**src/rtl/fetch_exec_map.svh**
```systemverilog
/*
 * Constants of the fetch/execute core: widths, reset values, data address
 * split points and the core register addresses in the data space.
 * Assumes inclusion by data_addr_map and fetch_execute_core; definitions only.
 */
`ifndef FETCH_EXEC_MAP_SVH
`define FETCH_EXEC_MAP_SVH

// Widths
`define FE_PC_W 21
`define FE_DADDR_W 12
`define FE_IWORD_W 16

// Program counter
`define FE_PC_RESET 21'h000000
`define FE_PC_STEP 21'h000002

// Second word of a two-word instruction carries this top nibble
`define FE_TWO_WORD_TAG 4'hF

// Access Bank split and the banks it reaches
`define FE_ACCESS_SPLIT 8'h60
`define FE_ACCESS_LOW_BANK 4'h0
`define FE_ACCESS_HIGH_BANK 4'hF

// Core registers that live in the data space
`define FE_SFR_WORKING 12'hFE0
`define FE_SFR_BANK_PTR 12'hFE1
`define FE_SFR_PC_LOW 12'hFE2
`define FE_SFR_TBL_PTR_L 12'hFE3
`define FE_SFR_TBL_PTR_H 12'hFE4
`define FE_SFR_TBL_PTR_U 12'hFE5
`define FE_SFR_TBL_LATCH 12'hFE6
`define FE_SFR_FSR_BASE 12'hFD0

// Number of file select registers
`define FE_FSR_COUNT 3

`endif

```
**src/rtl/fetch_exec_pkg.sv**
```systemverilog
/*
 * Types of the fetch/execute core: quarter phases and decoded operations.
 * Assumes the opcode layout of the core's 16-bit instruction words.
 */
package fetch_exec_pkg;

	typedef enum logic [1:0] {PH_Q1, PH_Q2, PH_Q3, PH_Q4} phase_t;

	typedef enum logic [3:0] {
		OP_NOP, OP_GOTO, OP_CALL, OP_MOVE_FF, OP_LOAD_FSR, OP_BRA,
		OP_ADD_WF, OP_RET_LIT, OP_MOV_LIT, OP_MOV_LB, OP_TEST_SKIP, OP_TBL_READ
	} op_t;

	// Tagged second words and unknown codes all decode as no-operation
	function automatic op_t decode_op(input logic [15:0] w);
		op_t op;
		op = OP_NOP;
		casez (w)
			16'hEF??: op = OP_GOTO;
			16'hEC??, 16'hED??: op = OP_CALL;
			16'hC???: op = OP_MOVE_FF;
			16'hEE0?, 16'hEE1?, 16'hEE2?: op = OP_LOAD_FSR;
			16'hD0??, 16'hD1??, 16'hD2??, 16'hD3??: op = OP_BRA;
			16'hD4??, 16'hD5??, 16'hD6??, 16'hD7??: op = OP_BRA;
			16'h24??, 16'h25??, 16'h26??, 16'h27??: op = OP_ADD_WF;
			16'h0C??: op = OP_RET_LIT;
			16'h0E??: op = OP_MOV_LIT;
			16'h010?: op = OP_MOV_LB;
			16'h66??, 16'h67??: op = OP_TEST_SKIP;
			16'h0008: op = OP_TBL_READ;
			default: op = OP_NOP;
		endcase
		return op;
	endfunction

endpackage

```
**src/rtl/quarter_phase_gen.sv**
```systemverilog
/*
 * Quarter phase generator: splits the core clock into four one-cycle
 * phase enables that repeat as one instruction cycle.
 * Assumes a single free-running clock and an asynchronous active-low reset.
 */
`timescale 1ns/100ps
module quarter_phase_gen
	import fetch_exec_pkg::*;
(
	// Clock and reset
	input logic clk_i,
	input logic resetn_i,
	// Phase enables
	output logic q1_o,
	output logic q2_o,
	output logic q3_o,
	output logic q4_o
);

	phase_t phase_q;

	// Divide by four; reset restarts at the first phase
	always_ff @(posedge clk_i or negedge resetn_i) begin
		if (!resetn_i) begin
			phase_q <= PH_Q1;
		end else begin
			unique case (phase_q)
				PH_Q1: phase_q <= PH_Q2;
				PH_Q2: phase_q <= PH_Q3;
				PH_Q3: phase_q <= PH_Q4;
				PH_Q4: phase_q <= PH_Q1;
			endcase
		end
	end

	// Non-overlapping one-hot phase enables
	assign q1_o = (phase_q == PH_Q1);
	assign q2_o = (phase_q == PH_Q2);
	assign q3_o = (phase_q == PH_Q3);
	assign q4_o = (phase_q == PH_Q4);

endmodule // quarter_phase_gen

```
**src/rtl/data_addr_map.sv**
```systemverilog
/*
 * Data address former: joins the bank pointer and an 8-bit offset, or maps
 * the offset through the Access Bank when the access bit is clear.
 * Assumes the offset and bit come straight from the instruction word.
 */
`timescale 1ns/100ps
`include "fetch_exec_map.svh"
module data_addr_map
	import fetch_exec_pkg::*;
(
	// Instruction fields
	input logic banked_i,
	input logic [7:0] offset_i,
	// Bank pointer nibble
	input logic [3:0] bank_i,
	// Full 12-bit data address
	output logic [11:0] addr_o
);

	// Access Bank: low offsets go to bank 0, the rest to the top bank
	always_comb begin
		if (banked_i) begin
			addr_o = {bank_i, offset_i};
		end else if (offset_i < `FE_ACCESS_SPLIT) begin
			addr_o = {`FE_ACCESS_LOW_BANK, offset_i};
		end else begin
			addr_o = {`FE_ACCESS_HIGH_BANK, offset_i};
		end
	end

endmodule // data_addr_map

```
**src/rtl/fetch_execute_core.sv**
```systemverilog
/*
 * Fetch/execute sequencer of the 8-bit core: quarter phases, two-stage
 * pipeline with flush, two-word instructions, computed jumps, table reads
 * and banked data addressing with core registers in the data space.
 * Assumes program memory answers a word within the same instruction cycle
 * (address stable from Q2, word read in Q3/Q4) and data memory answers a
 * read within Q2; dmem_present_i marks implemented data locations.
 */
// Notes on behaviour
// - clock divided by four into four non-overlapping quarter phases.
// - PC advances each first phase; fetched word captured in fourth phase.
// - fetched word latched in first phase, executed over phases two to four.
// - data operand read in phase two, destination written in phase four.
// - next word fetched while current executes; one instruction per cycle.
// - PC-changing instructions take two cycles; fetched word is flushed.
// - program memory byte addressed; instruction words start at even addresses.
// - PC steps by two and its lowest bit is always zero.
// - absolute call and jump load word address into PC bits 20 to 1.
// - relative branch offsets count single words, not bytes.
// - call, file move, jump, file-select load use an extra word.
// - second words carry 1111 on top and twelve literal bits.
// - a lone 1111 word executes as no-operation.
// - adding working register to PC low byte makes a computed jump.
// - table reads fetch one byte at the table pointer into the latch.
// - data address is 12 bits: sixteen banks of 256 bytes.
// - reads of unimplemented data locations return zero.
// - Access Bank reaches bank 0 low and top SFRs without bank pointer.
// - Access offsets below 60h go to bank 0, others to bank 15.
// - bank pointer keeps four low bits; upper bits read zero.
`timescale 1ns/100ps
`include "fetch_exec_map.svh"
module fetch_execute_core
	import fetch_exec_pkg::*;
(
	// Clock and reset
	input logic clk_i,
	input logic resetn_i,
	// Program memory
	output logic [20:0] pmem_addr_o,
	input logic [15:0] pmem_rdata_i,
	// Data memory
	output logic [11:0] dmem_addr_o,
	output logic dmem_rd_o,
	input logic [7:0] dmem_rdata_i,
	input logic dmem_present_i,
	output logic dmem_wr_o,
	output logic [7:0] dmem_wdata_o,
	// Phase and state view
	output logic q1_o,
	output logic q4_o,
	output logic [20:0] pc_o,
	output logic [15:0] instruction_latch_o,
	output logic exec_valid_o,
	output logic [7:0] working_register_o,
	output logic [7:0] table_latch_o
);

	logic q1;
	logic q2;
	logic q3;
	logic q4;
	logic [20:0] pc_q;
	logic [20:0] fetch_addr_q;
	logic [20:0] pmem_addr_q;
	logic [15:0] prefetch_q;
	logic prefetch_valid_q;
	logic [15:0] instruction_latch_q;
	logic exec_valid_q;
	op_t op_q;
	op_t next_op;
	logic [11:0] addr_q;
	logic [11:0] mapped_addr;
	logic [7:0] operand_q;
	logic [7:0] result_q;
	logic wr_en_q;
	logic [7:0] working_register_q;
	logic [3:0] bank_pointer_q;
	logic [20:0] table_pointer_q;
	logic [7:0] table_latch_q;
	logic [20:0] return_addr_q;
	logic [11:0] fsr_q [`FE_FSR_COUNT];
	logic core_hit;
	logic [7:0] core_rdata;
	logic core_wr;
	logic pc_load;
	logic [20:0] pc_target;
	logic kill_next;

	quarter_phase_gen u_phase (
		.clk_i(clk_i),
		.resetn_i(resetn_i),
		.q1_o(q1),
		.q2_o(q2),
		.q3_o(q3),
		.q4_o(q4)
	);

	// Address of the operand of the word about to enter execute
	data_addr_map u_dmap (
		.banked_i(prefetch_q[8]),
		.offset_i(prefetch_q[7:0]),
		.bank_i(bank_pointer_q),
		.addr_o(mapped_addr)
	);

	assign next_op = prefetch_valid_q ? decode_op(prefetch_q) : OP_NOP;

	// Program counter: steps by two each Q1, reloaded at Q4 on a jump
	always_ff @(posedge clk_i or negedge resetn_i) begin
		if (!resetn_i) begin
			pc_q <= `FE_PC_RESET;
			fetch_addr_q <= `FE_PC_RESET;
		end else if (q1) begin
			fetch_addr_q <= pc_q;
			pc_q <= pc_q + `FE_PC_STEP;
		end else if (q4 && pc_load) begin
			pc_q <= {pc_target[20:1], 1'b0};
		end
	end

	// Program memory address; a table read borrows the fetch slot
	always_ff @(posedge clk_i or negedge resetn_i) begin
		if (!resetn_i) begin
			pmem_addr_q <= `FE_PC_RESET;
		end else if (q1) begin
			if (next_op == OP_TBL_READ) begin
				pmem_addr_q <= {table_pointer_q[20:1], 1'b0};
			end else begin
				pmem_addr_q <= pc_q;
			end
		end
	end

	// Prefetch capture at Q4; flushed when the PC jumps or a word is consumed
	always_ff @(posedge clk_i or negedge resetn_i) begin
		if (!resetn_i) begin
			prefetch_q <= 16'h0000;
			prefetch_valid_q <= 1'b0;
		end else if (q4) begin
			prefetch_q <= pmem_rdata_i;
			prefetch_valid_q <= !(pc_load || kill_next);
		end
	end

	// Execute stage entry at Q1: overlaps with the next fetch
	always_ff @(posedge clk_i or negedge resetn_i) begin
		if (!resetn_i) begin
			instruction_latch_q <= 16'h0000;
			exec_valid_q <= 1'b0;
			op_q <= OP_NOP;
		end else if (q1) begin
			instruction_latch_q <= prefetch_q;
			exec_valid_q <= prefetch_valid_q;
			op_q <= next_op;
		end
	end

	// Data address: full 12 bits for the file move source, else banked/access;
	// the move destination is taken from the second word during Q3
	always_ff @(posedge clk_i or negedge resetn_i) begin
		if (!resetn_i) begin
			addr_q <= 12'h000;
		end else if (q1) begin
			if (next_op == OP_MOVE_FF) begin
				addr_q <= prefetch_q[11:0];
			end else begin
				addr_q <= mapped_addr;
			end
		end else if (q3 && op_q == OP_MOVE_FF) begin
			addr_q <= pmem_rdata_i[11:0];
		end
	end

	// Core registers that answer inside the data space
	always_comb begin
		core_hit = 1'b1;
		core_rdata = 8'h00;
		case (addr_q)
			`FE_SFR_WORKING: core_rdata = working_register_q;
			`FE_SFR_BANK_PTR: core_rdata = {4'h0, bank_pointer_q};
			`FE_SFR_PC_LOW: core_rdata = fetch_addr_q[7:0];
			`FE_SFR_TBL_PTR_L: core_rdata = table_pointer_q[7:0];
			`FE_SFR_TBL_PTR_H: core_rdata = table_pointer_q[15:8];
			`FE_SFR_TBL_PTR_U: core_rdata = {3'h0, table_pointer_q[20:16]};
			`FE_SFR_TBL_LATCH: core_rdata = table_latch_q;
			default: core_hit = 1'b0;
		endcase
		for (int i = 0; i < `FE_FSR_COUNT; i++) begin
			if (addr_q == `FE_SFR_FSR_BASE + 12'(2 * i)) begin
				core_hit = 1'b1;
				core_rdata = fsr_q[i][7:0];
			end
			if (addr_q == `FE_SFR_FSR_BASE + 12'(2 * i + 1)) begin
				core_hit = 1'b1;
				core_rdata = {4'h0, fsr_q[i][11:8]};
			end
		end
	end

	// Operand read strobe in Q2
	assign dmem_rd_o = q2 && !core_hit &&
		(op_q == OP_ADD_WF || op_q == OP_TEST_SKIP || op_q == OP_MOVE_FF);

	// Operand capture at Q2; absent locations read as zero
	always_ff @(posedge clk_i or negedge resetn_i) begin
		if (!resetn_i) begin
			operand_q <= 8'h00;
		end else if (q2) begin
			if (core_hit) begin
				operand_q <= core_rdata;
			end else if (dmem_present_i) begin
				operand_q <= dmem_rdata_i;
			end else begin
				operand_q <= 8'h00;
			end
		end
	end

	// Result formed in Q3, write enable cleared at the next Q1
	always_ff @(posedge clk_i or negedge resetn_i) begin
		if (!resetn_i) begin
			result_q <= 8'h00;
			wr_en_q <= 1'b0;
		end else if (q1) begin
			wr_en_q <= 1'b0;
		end else if (q3) begin
			if (op_q == OP_ADD_WF) begin
				result_q <= operand_q + working_register_q;
				wr_en_q <= instruction_latch_q[9];
			end else if (op_q == OP_MOVE_FF) begin
				result_q <= operand_q;
				wr_en_q <= 1'b1;
			end
		end
	end

	// Destination write in Q4; core registers never reach the memory bus
	assign core_wr = q4 && wr_en_q && core_hit;
	assign dmem_wr_o = q4 && wr_en_q && !core_hit;
	assign dmem_addr_o = addr_q;
	assign dmem_wdata_o = result_q;

	// Flow control decided in Q4 of the execute cycle
	always_comb begin
		pc_load = 1'b0;
		pc_target = pc_q;
		kill_next = 1'b0;
		if (exec_valid_q) begin
			case (op_q)
				OP_GOTO, OP_CALL: begin
					// Second word arrives in this same cycle's fetch slot
					pc_load = 1'b1;
					pc_target = {pmem_rdata_i[11:0], instruction_latch_q[7:0], 1'b0};
				end
				OP_MOVE_FF, OP_LOAD_FSR: kill_next = 1'b1;
				OP_BRA: begin
					pc_load = 1'b1;
					pc_target = fetch_addr_q +
						{{9{instruction_latch_q[10]}}, instruction_latch_q[10:0], 1'b0};
				end
				OP_RET_LIT: begin
					pc_load = 1'b1;
					pc_target = return_addr_q;
				end
				OP_TBL_READ: begin
					// Refetch the word whose slot the table read used
					pc_load = 1'b1;
					pc_target = fetch_addr_q;
				end
				OP_TEST_SKIP: kill_next = (operand_q == 8'h00);
				default: kill_next = 1'b0;
			endcase
			if (core_wr && addr_q == `FE_SFR_PC_LOW) begin
				// Low bit forced clear; even offsets expected of software
				pc_load = 1'b1;
				pc_target = {fetch_addr_q[20:8], result_q[7:1], 1'b0};
			end
		end
	end

	// Working register: literal loads, add result, or data-space write
	always_ff @(posedge clk_i or negedge resetn_i) begin
		if (!resetn_i) begin
			working_register_q <= 8'h00;
		end else if (q4 && exec_valid_q) begin
			if (op_q == OP_MOV_LIT || op_q == OP_RET_LIT) begin
				working_register_q <= instruction_latch_q[7:0];
			end else if (op_q == OP_ADD_WF && !instruction_latch_q[9]) begin
				working_register_q <= result_q;
			end else if (core_wr && addr_q == `FE_SFR_WORKING) begin
				working_register_q <= result_q;
			end
		end
	end

	// Bank pointer holds only four bits; upper written bits are dropped
	always_ff @(posedge clk_i or negedge resetn_i) begin
		if (!resetn_i) begin
			bank_pointer_q <= 4'h0;
		end else if (q4 && exec_valid_q) begin
			if (op_q == OP_MOV_LB) begin
				bank_pointer_q <= instruction_latch_q[3:0];
			end else if (core_wr && addr_q == `FE_SFR_BANK_PTR) begin
				bank_pointer_q <= result_q[3:0];
			end
		end
	end

	// Table pointer bytes written through the data space
	always_ff @(posedge clk_i or negedge resetn_i) begin
		if (!resetn_i) begin
			table_pointer_q <= 21'h000000;
		end else if (core_wr) begin
			if (addr_q == `FE_SFR_TBL_PTR_L) begin
				table_pointer_q[7:0] <= result_q;
			end else if (addr_q == `FE_SFR_TBL_PTR_H) begin
				table_pointer_q[15:8] <= result_q;
			end else if (addr_q == `FE_SFR_TBL_PTR_U) begin
				table_pointer_q[20:16] <= result_q[4:0];
			end
		end
	end

	// Table latch: one byte per read, odd address takes the high byte
	always_ff @(posedge clk_i or negedge resetn_i) begin
		if (!resetn_i) begin
			table_latch_q <= 8'h00;
		end else if (q4 && exec_valid_q && op_q == OP_TBL_READ) begin
			table_latch_q <= table_pointer_q[0] ? pmem_rdata_i[15:8] : pmem_rdata_i[7:0];
		end else if (core_wr && addr_q == `FE_SFR_TBL_LATCH) begin
			table_latch_q <= result_q;
		end
	end

	// Single return address; a nested call overwrites it
	always_ff @(posedge clk_i or negedge resetn_i) begin
		if (!resetn_i) begin
			return_addr_q <= `FE_PC_RESET;
		end else if (q4 && exec_valid_q && op_q == OP_CALL) begin
			return_addr_q <= pc_q;
		end
	end

	// File select loads: 12-bit literal split over both words
	for (genvar g = 0; g < `FE_FSR_COUNT; g++) begin : g_fsr
		always_ff @(posedge clk_i or negedge resetn_i) begin
			if (!resetn_i) begin
				fsr_q[g] <= 12'h000;
			end else if (q4 && exec_valid_q && op_q == OP_LOAD_FSR &&
					instruction_latch_q[5:4] == 2'(g)) begin
				fsr_q[g] <= {instruction_latch_q[3:0], pmem_rdata_i[7:0]};
			end
		end
	end

	// View outputs, all from flip-flops apart from the phase enables
	assign q1_o = q1;
	assign q4_o = q4;
	assign pmem_addr_o = pmem_addr_q;
	assign pc_o = pc_q;
	assign instruction_latch_o = instruction_latch_q;
	assign exec_valid_o = exec_valid_q;
	assign working_register_o = working_register_q;
	assign table_latch_o = table_latch_q;

endmodule // fetch_execute_core

```
**config.mk**
```make
export PLATFORM = sky130hd
export DESIGN_NAME = fetch_execute_core
export DESIGN_NICKNAME = d
export VERILOG_FILES = /design/src/rtl/fetch_exec_pkg.sv /design/src/rtl/quarter_phase_gen.sv /design/src/rtl/data_addr_map.sv /design/src/rtl/fetch_execute_core.sv
export VERILOG_INCLUDE_DIRS = /design/src /design/src/rtl
export SDC_FILE = /design/constraint.sdc
export NUM_CORES = 1
export LEC_CHECK = 0
export ABC_CLOCK_PERIOD_IN_PS = 3220
export BUFFER_PORTS_ARGS = -buffer_cell sky130_fd_sc_hd__buf_2
export CAP_MARGIN = 20
export CORE_MARGIN = 2
export CORE_UTILIZATION = 60
export DETAILED_ROUTE_END_ITERATION = 12
export PLACE_DENSITY = 0.81
export SYNTH_ARGS = -nofsm -noshare
export SYNTH_HDL_FRONTEND = slang
export SYNTH_SLANG_ARGS = --single-unit
```
**constraint.sdc**
```tcl
create_clock -name clk_i -period 3.22 [get_ports clk_i]
set_input_delay 0.322 -clock clk_i [delete_from_list [all_inputs] [get_ports clk_i]]
set_output_delay 0.322 -clock clk_i [all_outputs]
set_load 0.02 [all_outputs]
```
# Yosys cells after proc, flatten, opt, wreduce, memory -nomap -nowiden
# Index checks and enable logic that the tools add are counted.
# Widths: inputs -> output; s select.
[classes]
n_addsub = 3
magnitude_cmp = 1
eq_ne = 56
mux = 49
bitwise_logic = 3
n_reduce_logical = 56
[ops]
columns = ["operator", "n"]
rows = [
  ["$eq 12x12->1 const B", 16],
  ["$mux 8", 16],
  ["$mux 21", 5],
  ["$eq 8x8->1 const B", 11],
  ["$pmux 21 s4", 1],
  ["$mux 12", 5],
  ["$pmux 8 s7", 1],
  ["$pmux 4 s11", 1],
  ["$eq 8x6->1 const B", 4],
  ["$eq 4x4->1 const B", 6],
  ["$add 21x2->21 const B", 1],
  ["$add 21x21->21", 1],
  ["$logic_and 1x1->1", 19],
  ["$eq 16x4->1 const B", 1],
  ["$eq 4x3->1 const B", 4],
  ["$eq 8x4->1 const B", 2],
  ["$eq 8x7->1 const B", 2],
  ["$mux 1", 15],
  ["$reduce_bool 2->1", 7],
  ["$eq 12x5->1 const B", 1],
  ["$eq 4x2->1 const B", 3],
  ["$mux 4", 3],
  ["$reduce_and 3->1", 3],
  ["$add 8x8->8", 1],
  ["other kinds (21)", 39],
]
[totals]
register_bits = 230
in_bits = 27
output_inout_bits = 99

# Logic depth before layout (Yosys ltp)
[logic_depth]
depth_word = 16
ltp_mapped = 11
mapped_depth_nobuf = 11

# By module
# A second synthesis with hierarchy kept.
[hier_totals]
hier_cells = 1342
area_unflattened_um2 = 13221.4
[modules_own_cells]
columns = ["module", "n_inst", "cells_per_inst", "area_each_um2", "seq_area_each_um2"]
rows = [
  ["fetch_execute_core", 1, 1316, 13000.0, 5630.4],
  ["quarter_phase_gen", 1, 9, 113.9, 50.0],
  ["data_addr_map", 1, 17, 107.6, 0.0],
]

# Worst setup path after synthesis
# Ideal clock, no wire load.
[synth_timing]
path_kind = "reg2reg"
start = "register instruction_latch_q[0], in the netlist instruction_latch_o[0]"
end = "register pc_q[17], in the netlist pc_o[17]"
setup_time_ns = 0.126
arrival_ns = 2.442
required_time_ns = 3.094
path_slack_ns = 0.652
stages_incl_launch_ff = 12
period_less_slack_ns = 2.568
cell_sequence = "dfrtp_1 > ha_1 > inv_1 > fa_1 > nor2b_1 > o31a_1 > o21ai_0 > o21ai_0 > a21oi_1 > a31o_2 > o21ai_0 > a21oi_1"
[synth_via]
elab_chain_len = 6
[synth_lines]
columns = ["item", "line_no", "source"]
rows = [
  ["start: declaration", "fetch_execute_core.sv:67", "logic [15:0] instruction_latch_q;"],
  ["start signal: assignment", "fetch_execute_core.sv:152", "instruction_latch_q <= prefetch_q;"],
  ["$add 21x21->21", "fetch_execute_core.sv:258", "pc_target = fetch_addr_q +"],
  ["$pmux 21 s4", "fetch_execute_core.sv:249", "case (op_q)"],
  ["$mux 21", "fetch_execute_core.sv:273", "if (core_wr && addr_q == `FE_SFR_PC_LOW) begin"],
  ["$mux 21", "fetch_execute_core.sv:248", "if (exec_valid_q) begin"],
  ["$mux 21", "fetch_execute_core.sv:116", "end else if (q4 && pc_load) begin"],
  ["$mux 21", "fetch_execute_core.sv:113", "end else if (q1) begin"],
  ["end signal: assignment", "fetch_execute_core.sv:111", "pc_q <= `FE_PC_RESET;"],
  ["end signal: assignment", "fetch_execute_core.sv:115", "pc_q <= pc_q + `FE_PC_STEP;"],
  ["end signal: assignment", "fetch_execute_core.sv:117", "pc_q <= {pc_target[20:1], 1'b0};"],
  ["end: declaration", "fetch_execute_core.sv:62", "logic [20:0] pc_q;"],
]
# No other way between the ends. The select of a mux whose other input is x is not followed.
# A chain may end at the register's enable or synchronous reset.

# Final worst setup path
[layout_timing]
start = "register instruction_latch_q[1], in the netlist instruction_latch_o[1]"
end = "register pc_q[16], in the netlist pc_o[16]"
# The elaborated chain is that of the path after synthesis.

==> flow_summary_export.csv <==
group,metric,value,unit
status,status,"completed",
sta,timing.final.ws_setup,0.428,ns
critical_path,critPathKind,"register to register",
floorplanning,core,21100,um2
synth,syn_area,12900,um2
sta,rsz0062_at_grt,"no",
finish,layout_commonest_cell,"dfrtp_1",
critical_path,reg2regPathDepth,9,
place,dpl.hpwl,30.4,mm
sta,finalHoldViolCount,0,
critical_path,r2r_start,"instruction_latch_o[1]",
sta,setup_viol,0,
synth,synth-edff-count,0,
cts,clockBufferDepth,3,
detailed_routing,ant_nets,0,
critical_path,timing.critical_path.buf_inv,0,
floorplanning,die_w,151,um
global_routing,antenna_found_initial,1,
place,post-place-ws,0.548,ns
hold_path,hold_path.class,"input port to register",
cts,cts_root_buffer,"clkbuf_16",
sta,tns,0,ns
critical_path,timing.rr.end,"pc_o[16]",
finish,diodes,0,
detailed_routing,dr_total_vias,11500,
power,max-vdd-ir-drop,0.000672,V
floorplanning,io_pins,126,
sta,worst_clock_skew,0.0228,ns
finish,nets,1479,
global_routing,grt_pass1_vias,10900,
finish,fin_util,0.699,
critical_path,slowest_delay,0.47,ns
cts,htree_levels,1,
detailed_routing,wirelength,42.2,mm
critical_path,cp_common_cell,"a21oi_1",
critical_path,cp.required,3.67,ns
synth,ys_async_sr_fraction,1.00,
cts,clk_latency,0.54,ns
detailed_routing,drt_iter0_drc,1603,
critical_path,crit_chain,"ha_1, a211oi_1, o21bai_1, a21oi_1, o21ai_0, a21oi_1, xnor2_1, nand3_1, a221oi_2",
synth,synth_flop_cell,"dfrtp_1",
detailed_routing,wire_per_inst,24.6,um
sta,max-slew-margin-rel,0.274,
global_routing,grt_pass1_wl,64.0,mm
synth,yosysSeqAreaShare,0.440,
critical_path,worstSetupStartpoint,"instruction_latch_o[1]",
critical_path,start_kind,"register",
cts,ctsResizeCount,0,
global_routing,grt_max_degree,93,
critical_path,slowest_stage,"dfrtp_1",
finish,final_cell_mix,"dfrtp_1 (227), buf_2 (123), mux2_2 (113)",
critical_path,cp_top_family,"compound AO/OA/AOI/OAI gates",
floorplanning,die_h,151,um
global_routing,track_usage,0.374,
power,p_total,7.69,mW
critical_path,cp-end-kind,"register",
sta,finalCriticalPeriod,2.79,ns
finish,area_growth,14.0,%
synth,netlist_instances,1305,
critical_path,cp_max_fo,7,
cts,cts_tree,"built",
sta,timing.final.crit_share,0.867,
floorplanning,start_util,0.613,
critical_path,critPathCapture,"pc_o[16]",
synth,synth-seq-cells,227,
place,numPortBuffers,124,
finish,drive_gt1_frac,0.242,
power,leakagePower,6.66,nW
finish,fillers,1615,
synth,yosysWarnings,0,
job,drv_cap,0,
sta,slew_viol_final,0,
critical_path,cp.arrival,3.24,ns
global_routing,grt-ovfl-total,0,
power,power_density,522,nW/um2
synth,yosys.cell_types.count,82,
floorplanning,die-area,22700,um2
sta,worst_pin_slew,1.09,ns
detailed_routing,drc,0,
critical_path,rrSetupSlack,0.43,ns
cts,cts_sinks,227,
cts,cts_made_buffers,25,
cts,clkTransAtPathRegs,0.06,ns
synth,syn-num-nets,1365,
synth,synth.avg_cell_area,9.90,um2
detailed_routing,avgViaCountPerCell,6.74,
sta,timing.fmax,358,MHz
detailed_routing,first_pass_iters,8,
critical_path,worst-path-stages,9,
floorplanning,rows,53,
place,finalWeightedCongestion,1.04,
[logic make-up (layout without fill, tap and decap cells)]
kind of cell | count (synthesis) | after routing | synth area share
AND/OR/NAND/NOR | 363 | 363 | 0.139
buffers and inverters | 119 | 251 | 0.0416
adder cells (fa/ha/maj) | 34 | 34 | 0.0339
multiplexers | 174 | 174 | 0.146
other | 1 | 1 | 0.000290
XOR/XNOR | 30 | 30 | 0.0203
AO/OA/AOI/OAI | 357 | 357 | 0.179
flip-flops | 227 | 227 | 0.440
[power by group]
part | leakage [nW] | total (mW) | internal, mW | switching (mW)
Sequential | 2.83 | 3.41 | 3.08 | 0.326
Combinational | 3.42 | 1.35 | 0.541 | 0.808
Clock | 0.408 | 2.93 | 1.73 | 1.20
[final cells by class]
cell class                      instances  area [um2]  share of cell area
Clock inverter                          8         100             0.00679
Sequential cell                       227        5680               0.386
Timing Repair Buffer                  169        1020              0.0693
Inverter                               37         139             0.00943
Clock buffer                           37         731              0.0496
Tap cell                              275         344              0.0234
Multi-Input combinational cell        959        6720               0.456
[Yosys cell counts (4+ instances only)]
library cell / count / area (um2)
inv_1: 37 / 139
nor2b_1: 11 / 68.8
nand4_1: 15 / 93.8
a22oi_1: 14 / 105
a21oi_1: 103 / 515
clkbuf_1: 41 / 154
nand2_1: 109 / 409
xor2_1: 12 / 105
a22o_1: 6 / 52.6
buf_2: 25 / 125
o211ai_1: 15 / 113
or3_1: 12 / 75.1
a31oi_1: 10 / 62.6
and4_1: 6 / 52.6
mux2i_1: 61 / 611
nand2b_1: 8 / 50.1
nor4_1: 8 / 50.1
ha_1: 31 / 388
nand3_1: 21 / 105
and3_1: 14 / 87.6
nor3_1: 15 / 75.1
o2111ai_1: 5 / 43.8
o21ai_1: 8 / 40.0
o22ai_1: 6 / 37.5
o21a_1: 7 / 52.6
a31o_2: 4 / 35.0
o21ai_0: 87 / 435
nand3b_1: 6 / 45.0
a222oi_1: 21 / 210
xnor2_1: 18 / 158
a21o_1: 11 / 82.6
a211oi_1: 13 / 97.6
dfrtp_1: 227 / 5680
nor2_1: 111 / 417
a221oi_1: 6 / 52.6
mux2_2: 113 / 1270
a41oi_1: 4 / 35.0
buf_1: 8 / 30.0
[state kept, by name (all words and copies together), names as in the netlist]
signal	count
wr_en_q	1
prefetch_valid_q	1
working_register_o	8
dmem_addr_o	12
operand_q	8
prefetch_q	16
fsr_q	36
exec_valid_o	1
bank_pointer_q	4
instruction_latch_o	16
op_q	4
table_pointer_q	21
pmem_addr_o	21
return_addr_q	20
pc_o	20
dmem_wdata_o	8
u_phase.phase_q	2
table_latch_o	8
fetch_addr_q	20
[through the flow]
stage | instance area (um2) | instances | hold WS (ns)
floorplan | 12900 | 1305 | 0.0264
global placement | 13900 | 1666 | 0.388
detailed placement | 13900 | 1666 | 0.396
CTS | 14700 | 1712 | 0.0694
global route | 14700 | 1712 | 0.0803
finish | 14700 | 1712 | 0.0700
[worst min-delay path by stage]
stage / start / cells past startpoint / slack (ns) / end
after floorplan: resetn_i / 0 / 0.03 / bank_pointer_q[0]
after global placement: resetn_i / 1 / 0.39 / pmem_addr_o[4]
after detailed placement: resetn_i / 1 / 0.40 / pmem_addr_o[6]
after CTS: dmem_rdata_i[2] / 3 / 0.07 / operand_q[2]
after global routing: pmem_rdata_i[12] / 2 / 0.08 / prefetch_q[12]
final: dmem_rdata_i[2] / 3 / 0.07 / operand_q[2]
[layer usage]
layer,up-vias,part of all wire,global-route usage
li1,5021,-,-
met1,5598,0.40,0.529
met2,745,0.43,0.535
met3,171,0.10,0.0767
met4,2,0.066,0.212
met5,-,0.00019,0
[tightest hold or removal path: cells and delay by family]
kind | cells | cell delay, ns
buffers and inverters | 1 | 0.10
and+or+nand+nor | 1 | 0.05
AOI/OAI and AO/OA | 1 | 0.09
[timing repair]
item | CTS | global route
buffers inserted | 0 | 0
hold endpoints to repair | 89 | 0
hold buffers | 1 | 0
No activity file was read; power rests on OpenSTA's default activity.
